<file path="src/verilog/ufh_defines.vh">
// Purpose: constants for the usage and hard fault status block
// Assumes: word register port, byte addresses chosen locally
// Notes: definitions only
`ifndef UFH_DEFINES_VH
`define UFH_DEFINES_VH

`define UFH_ADDR_W 4
`define UFH_ADDR_USAGE 4'h0
`define UFH_ADDR_HARD 4'h4
`define UFH_ADDR_CTRL 4'h8

`define UFH_BIT_UNDEF 0
`define UFH_BIT_STATE 1
`define UFH_BIT_RETPC 2
`define UFH_BIT_NO_COPROC_FLAG 3
`define UFH_BIT_ALIGN 8
`define UFH_BIT_DIV0 9
`define UFH_USAGE_W 16
`define UFH_USAGE_MASK 16'h030F

`define UFH_BIT_VECT 1
`define UFH_BIT_FORCED 30
`define UFH_BIT_DEBUG 31
`define UFH_HARD_MASK 32'hC0000002

`define UFH_CTRL_ALIGN 3
`define UFH_CTRL_DIV0 4
`define UFH_CTRL_MASK 32'h00000018

`define UFH_ZERO32 32'h00000000
`define UFH_ZERO16 16'h0000
`define UFH_PC_ZERO 32'h00000000

`endif

</file>
<file path="src/verilog/ufh_sticky.v">
// Purpose: one sticky status flag, set by hardware, cleared by write one
// Assumes: set and clear from logic on the same clock
// Notes: set wins over a clear in the same cycle
`timescale 1ns/10ps

module ufh_sticky (
    input wire clk,
    input wire arst_n,
    input wire set,
    input wire clr,
    output reg flag
);

always @(posedge clk or negedge arst_n) begin
    if (!arst_n) begin
        flag <= 1'b0;
    end else if (set) begin
        flag <= 1'b1;
    end else if (clr) begin
        flag <= 1'b0;
    end
end

endmodule

</file>
<file path="src/verilog/ufh_fault_status.v">
// Purpose: usage and hard fault status flags with exception requests
// Assumes: fault events are one-cycle pulses from the pipeline, same clock
// Notes: registers on a plain port, read data one cycle after the strobe
//
// How it works
// - zero divisor divide with trap enabled sets bit 9 of usage status
// - divide fault stacks the address of the divide instruction
// - divide faults raised only with divide trap enable set
// - unaligned access with trap enabled sets bit 8
// - unaligned multi or doubleword accesses always fault
// - any coprocessor access sets bit 3
// - illegal exception return load into the pc sets bit 2
// - bad return fault stacks the pc of the offending load
// - illegal execution status use sets bit 1, stacking its pc
// - undecodable instruction suppresses the bad state flag
// - undecodable instruction sets bit 0, stacking its pc
// - usage flags sticky, cleared by writing one or reset
// - hard status reads normally, writing one clears a bit
// - hard flags sticky until write one or reset
// - escalation of a configurable fault sets bit 30
// - vector fault stacks the pc of the preempted instruction
`timescale 1ns/10ps
`include "ufh_defines.vh"

module ufh_fault_status (
    input wire CLK,
    input wire ARST_N,
    input wire [`UFH_ADDR_W-1:0] ADDR,
    input wire [31:0] WDATA,
    input wire WR,
    input wire RD,
    output reg [31:0] RDATA,
    input wire [31:0] INSTR_PC,
    input wire [31:0] PREEMPT_PC,
    input wire DIV_EXEC,
    input wire DIV_ZERO,
    input wire MEM_ACCESS,
    input wire MEM_UNALIGNED,
    input wire MEM_MULTI_OR_DOUBLE,
    input wire COPROC_ACCESS,
    input wire BAD_RETURN_LOAD,
    input wire BAD_STATE_USE,
    input wire UNDECODABLE,
    input wire USAGE_ESCALATE,
    input wire OTHER_ESCALATE,
    input wire VECTOR_FETCH_FAULT,
    input wire DEBUG_EVENT,
    output reg USAGE_REQ,
    output reg HARD_REQ,
    output reg [31:0] STACKED_PC,
    output reg STACKED_PC_VALID
);

////////////////////////////////////////////////////////////////////////
// control register: trap enables

reg zero_divisor_trap_enable;
reg misaligned_trap_enable;
wire wr_usage;
wire wr_hard;
wire wr_ctrl;

assign wr_usage = WR && (ADDR == `UFH_ADDR_USAGE);
assign wr_hard = WR && (ADDR == `UFH_ADDR_HARD);
assign wr_ctrl = WR && (ADDR == `UFH_ADDR_CTRL);

always @(posedge CLK or negedge ARST_N) begin
    if (!ARST_N) begin
        zero_divisor_trap_enable <= 1'b0;
        misaligned_trap_enable <= 1'b0;
    end else if (wr_ctrl) begin
        zero_divisor_trap_enable <= WDATA[`UFH_CTRL_DIV0];
        misaligned_trap_enable <= WDATA[`UFH_CTRL_ALIGN];
    end
end

////////////////////////////////////////////////////////////////////////
// fault detection

wire ev_div0;
wire ev_align;
wire ev_no_coproc_flag;
wire ev_retpc;
wire ev_state;
wire ev_undef;
wire any_usage;

assign ev_div0 = DIV_EXEC && DIV_ZERO && zero_divisor_trap_enable;
assign ev_align = MEM_ACCESS && MEM_UNALIGNED &&
    (misaligned_trap_enable || MEM_MULTI_OR_DOUBLE);
assign ev_no_coproc_flag = COPROC_ACCESS;
assign ev_retpc = BAD_RETURN_LOAD;
assign ev_state = BAD_STATE_USE && !UNDECODABLE;
assign ev_undef = UNDECODABLE;
assign any_usage = ev_div0 | ev_align | ev_no_coproc_flag | ev_retpc | ev_state | ev_undef;

////////////////////////////////////////////////////////////////////////
// sticky flags

wire zero_divisor_flag;
wire misaligned_flag;
wire no_coproc_flag;
wire bad_return_pc_flag;
wire bad_exec_state_flag;
wire undecodable_op_flag;
wire forced_flag;
wire vector_fetch_fault_flag;
wire debug_reserved_bit;
wire ev_forced;

assign ev_forced = (any_usage && USAGE_ESCALATE) || OTHER_ESCALATE;

ufh_sticky u_div0 (
    .clk(CLK),
    .arst_n(ARST_N),
    .set(ev_div0),
    .clr(wr_usage && WDATA[`UFH_BIT_DIV0]),
    .flag(zero_divisor_flag)
);

ufh_sticky u_align (
    .clk(CLK),
    .arst_n(ARST_N),
    .set(ev_align),
    .clr(wr_usage && WDATA[`UFH_BIT_ALIGN]),
    .flag(misaligned_flag)
);

ufh_sticky u_no_coproc_flag (
    .clk(CLK),
    .arst_n(ARST_N),
    .set(ev_no_coproc_flag),
    .clr(wr_usage && WDATA[`UFH_BIT_NO_COPROC_FLAG]),
    .flag(no_coproc_flag)
);

ufh_sticky u_retpc (
    .clk(CLK),
    .arst_n(ARST_N),
    .set(ev_retpc),
    .clr(wr_usage && WDATA[`UFH_BIT_RETPC]),
    .flag(bad_return_pc_flag)
);

ufh_sticky u_state (
    .clk(CLK),
    .arst_n(ARST_N),
    .set(ev_state),
    .clr(wr_usage && WDATA[`UFH_BIT_STATE]),
    .flag(bad_exec_state_flag)
);

ufh_sticky u_undef (
    .clk(CLK),
    .arst_n(ARST_N),
    .set(ev_undef),
    .clr(wr_usage && WDATA[`UFH_BIT_UNDEF]),
    .flag(undecodable_op_flag)
);

ufh_sticky u_forced (
    .clk(CLK),
    .arst_n(ARST_N),
    .set(ev_forced),
    .clr(wr_hard && WDATA[`UFH_BIT_FORCED]),
    .flag(forced_flag)
);

ufh_sticky u_vect (
    .clk(CLK),
    .arst_n(ARST_N),
    .set(VECTOR_FETCH_FAULT),
    .clr(wr_hard && WDATA[`UFH_BIT_VECT]),
    .flag(vector_fetch_fault_flag)
);

ufh_sticky u_debug (
    .clk(CLK),
    .arst_n(ARST_N),
    .set(DEBUG_EVENT),
    .clr(wr_hard && WDATA[`UFH_BIT_DEBUG]),
    .flag(debug_reserved_bit)
);

////////////////////////////////////////////////////////////////////////
// exception requests and stacked return pc

always @(posedge CLK or negedge ARST_N) begin
    if (!ARST_N) begin
        USAGE_REQ <= 1'b0;
        HARD_REQ <= 1'b0;
        STACKED_PC <= `UFH_PC_ZERO;
        STACKED_PC_VALID <= 1'b0;
    end else begin
        USAGE_REQ <= any_usage && !USAGE_ESCALATE;
        HARD_REQ <= ev_forced || VECTOR_FETCH_FAULT;
        STACKED_PC_VALID <= any_usage || VECTOR_FETCH_FAULT;
        if (VECTOR_FETCH_FAULT) begin
            STACKED_PC <= PREEMPT_PC;
        end else if (any_usage) begin
            STACKED_PC <= INSTR_PC;
        end
    end
end

////////////////////////////////////////////////////////////////////////
// register read port

reg [31:0] next_rdata;

always @* begin
    next_rdata = `UFH_ZERO32;
    if (ADDR == `UFH_ADDR_USAGE) begin
        next_rdata[`UFH_BIT_DIV0] = zero_divisor_flag;
        next_rdata[`UFH_BIT_ALIGN] = misaligned_flag;
        next_rdata[`UFH_BIT_NO_COPROC_FLAG] = no_coproc_flag;
        next_rdata[`UFH_BIT_RETPC] = bad_return_pc_flag;
        next_rdata[`UFH_BIT_STATE] = bad_exec_state_flag;
        next_rdata[`UFH_BIT_UNDEF] = undecodable_op_flag;
    end else if (ADDR == `UFH_ADDR_HARD) begin
        next_rdata[`UFH_BIT_DEBUG] = debug_reserved_bit;
        next_rdata[`UFH_BIT_FORCED] = forced_flag;
        next_rdata[`UFH_BIT_VECT] = vector_fetch_fault_flag;
    end else if (ADDR == `UFH_ADDR_CTRL) begin
        next_rdata[`UFH_CTRL_DIV0] = zero_divisor_trap_enable;
        next_rdata[`UFH_CTRL_ALIGN] = misaligned_trap_enable;
    end
end

always @(posedge CLK or negedge ARST_N) begin
    if (!ARST_N) begin
        RDATA <= `UFH_ZERO32;
    end else if (RD) begin
        RDATA <= next_rdata;
    end else begin
        RDATA <= `UFH_ZERO32;
    end
end

endmodule

</file>
<file path="config.mk">
export PLATFORM = sky130hd
export DESIGN_NAME = ufh_fault_status
export DESIGN_NICKNAME = d
export VERILOG_FILES = /design/src/verilog/ufh_sticky.v /design/src/verilog/ufh_fault_status.v
export VERILOG_INCLUDE_DIRS = /design/src /design/src/verilog
export SDC_FILE = /design/constraint.sdc
export NUM_CORES = 1
export LEC_CHECK = 0
export ABC_AREA = 1
export ABC_CLOCK_PERIOD_IN_PS = 2280
export BUFFER_PORTS_ARGS = -buffer_cell sky130_fd_sc_hd__buf_2
export CORE_UTILIZATION = 46
export DETAILED_ROUTE_END_ITERATION = 12
export PLACE_DENSITY = 0.95
export SYNTH_ARGS = -nofsm -noshare
export SYNTH_HDL_FRONTEND = slang
export SYNTH_SLANG_ARGS = --single-unit
</file>
<file path="constraint.sdc">
create_clock -name CLK -period 2.28 [get_ports CLK]
set_input_delay 0.228 -clock CLK [delete_from_list [all_inputs] [get_ports CLK]]
set_output_delay 0.228 -clock CLK [all_outputs]
set_load 0.1 [all_outputs]
</file>
==> impl_metrics.csv <==
group,metric,value,unit
logic_synthesis,synth_edf_count,0,
logic_synthesis,synth_common_cells,"195 x nand2_1, 55 x dfrtp_1, 33 x nand4_1, 28 x buf_4, 21 x inv_1",
setup_path,crit_top_cell,"nand2_1",
grt,antenna_found_initial,0,
die,start_util,48.2,%
clocking,root_buffer,"clkbuf_8",
sta,setup_viol,0,
sta,timing.final.hold_violations,0,
grt,grt_max_degree,39,
logic_synthesis,synthArstFlopShare,100,%
sta,relSlewSlack,65.4,%
power_and_ir_drop,peakVddDrop,427,uV
final_layout,syn_to_final_growth,24.9,%
die,rows,28,
logic_synthesis,yosys_warnings,0,
run_status,status,"finished clean",
hold_path,hp-class,"input port to register",
logic_synthesis,ys_seq_area_share,47.9,%
setup_path,cp_data_arrival_time,1.74,ns
die,fp.dieH,81.0,um
setup_path,start_kind,"register",
logic_synthesis,ys_top_cells_by_area,"dfrtp_1 48%, nand2_1 25%, buf_4 7.3%",
clocking,clk_path_buf_depth,2,
sta,timing.fmax,649,MHz
logic_synthesis,yosysMostFrequentCell,"nand2_1",
logic_synthesis,synth_cell_types,20,
logic_synthesis,synth_top_area_cell,"dfrtp_1",
sta,worst_pin_slew,0.519,ns
route,ant_nets,0,
placement,dp_cells,578,
route,remaining_drc_errors,0,
sta,grt_setup_unrepaired,"no",
grt,grt_pass1_wl,10.6,mm
die,fp.dieArea,6570,um2
logic_synthesis,post_synth.cell_area_avg,7.56,um2
route,wl_per_cell,11.5,um
placement,hpwl,5.18,mm
setup_path,path_delay_family,"simple AND/OR/NAND/NOR gates",
route,finalWirelength,6.74,mm
logic_synthesis,synthesis.area,2870,um2
clocking,path_clk_slew,0.09,ns
power_and_ir_drop,pwr_density_cell,696,nW/um2
setup_path,critical_path_class,"register to register",
clocking,clock-sinks,55,
route,drt-initial-drc-count,134,
die,ios,184,
grt,grt_use_total,21.4,%
sta,period_minus_slack,1.54,ns
logic_synthesis,synth_ff_type,"dfrtp_1",
setup_path,max_stage_delay,0.39,ns
clocking,clk-insertion-delay-late,0.30,ns
placement,io_buffers,137,
sta,fin_skew,0.00350,ns
route,firstDrtPassIters,4,
final_layout,layoutNonFillerInstCount,587,
placement,gp_congestion,0.762,
clocking,ctsHtreeMaxLevel,2,
sta,period_share,67.6,%
sta,finalSetupTns,0,ns
setup_path,cp-end-kind,"register",
flow_run,max_cap_viol_count,0,
final_layout,antenna_cells,0,
setup_path,worst-path-buf-inv,0,
grt,grt_remaining_overflow,0,
logic_synthesis,synthCells,380,
clocking,cts_buffers,5,
final_layout,fin_util,60.2,%
logic_synthesis,ys_ff_latch,55,
power_and_ir_drop,power.leakage,2.20,nW
setup_path,cp.required,2.48,ns
route,vias,2764,
final_layout,fin_nets,628,
die,placeableCoreArea,5960,um2
setup_path,crit_fanout,33,
setup_path,crit_slowest_cell,"dfrtp_1",
sta,drv_slew,0,
clocking,cts_tree,"built",
logic_synthesis,synth.top_cell.area_share,47.9,%
die,die_w,81.0,um
setup_path,cp_cell_sequence,"nor2_1 > nor2_2 > nor2_8 > nand3_4 > nand2_1 > nand2_1",
grt,grt_pass1_vias,2385,
route,via_per_inst,4.71,
final_layout,drive_above_1_share,31.3,%
[power breakdown]
part	internal [mW]	switching [mW]
Clock	0.214	0.305
Combinational	0.152	0.750
Sequential	1.04	0.0341
[cell type report]
class,instances,area [um2]
Clock inverter,3,20.0
Fill cell,536,2370
Clock buffer,5,68.8
Tap cell,75,93.8
Inverter,23,86.3
Multi-Input combinational cell,281,1190
Timing Repair Buffer,145,748
Sequential cell,55,1380
[registers in the layout, summed over array words and instances (netlist names)]
| name | cells |
|---|---|
| HARD_REQ | 1 |
| u_align.flag | 1 |
| u_div0.flag | 1 |
| u_vect.flag | 1 |
| u_forced.flag | 1 |
| STACKED_PC | 32 |
| u_state.flag | 1 |
| zero_divisor_trap_enable | 1 |
| u_undef.flag | 1 |
| u_no_coproc_flag.flag | 1 |
| u_retpc.flag | 1 |
| misaligned_trap_enable | 1 |
| STACKED_PC_VALID | 1 |
| USAGE_REQ | 1 |
| RDATA | 9 |
| u_debug.flag | 1 |
[final timing paths]
path	from	end	slack, ns	cells past startpoint
setup / recovery	misaligned_trap_enable	STACKED_PC[17]	0.74	6
max in group asynchronous	ARST_N	STACKED_PC[21]	1.07	3
hold / removal	DEBUG_EVENT	u_debug.flag	0.12	3
min in group asynchronous	ARST_N	STACKED_PC[31]	0.42	2
hold reg to reg	u_vect.flag	u_vect.flag	0.48	2
setup reg to reg	misaligned_trap_enable	STACKED_PC[17]	0.74	6
[stage by stage]
step	hold WS [ns]	power, mW	worst slack (ns)	cell area (um2)
after floorplan	-0.0676	1.83	1.07	2960
after global placement	0.226	1.98	0.743	3490
after detailed placement	0.236	2.00	0.674	3490
after CTS	0.112	2.52	0.708	3590
after global routing	0.116	2.62	0.541	3590
final	0.117	2.50	0.739	3590
[layout by cell type, fill, tap and decap left out]
master	instances
nand2_1	195
buf_2	137
dfrtp_1	55
nand4_1	33
conb_1	23
inv_1	21
nor2_1	13
buf_4	7
nand3_1	6
clkbuf_8	5
nor2_2	3
inv_2	2
o21ai_0	2
clkinvlp_4	2
nor3_1	1
nand2_2	1
nor2_8	1
nand3_4	1
o31ai_1	1
o21ai_1	1
clkinv_2	1
dlygate4sd3_1	1
[what timing repair did]
item | 4_1_cts | 5_1_grt
setup buffers | 0 | 0
endpoints found under the hold margin | 23 | 0
setup endpoints to repair | 0 | 0
hold buffers | 1 | 0
gates resized for setup | 0 | 0
[routing by layer]
layer	wire length, um	part of all wire [%]	GRT usage, %
met3	470	7.0	3.03
met5	0	0	0
met4	75	1.1	6.79
met1	2950	44	26.4
met2	3240	48	38.3
[worst register-to-register path, cell delays in order, from the launching register on]
cell,delay (ns)
dfrtp_1,0.39
nor2_1,0.12
nor2_2,0.08
nor2_8,0.24
nand3_4,0.37
nand2_1,0.17
nand2_1,0.07
[cell families after synthesis]
| kind of cell | Yosys count | synth area share, % |
|---|---|---|
| other | 1 | 0.131 |
| AO/OA/AOI/OAI | 4 | 0.784 |
| AND/OR/NAND/NOR | 254 | 37.8 |
| flip-flops | 55 | 47.9 |
| buffers and inverters | 66 | 13.4 |
No activity file was read; power rests on OpenSTA's default activity.
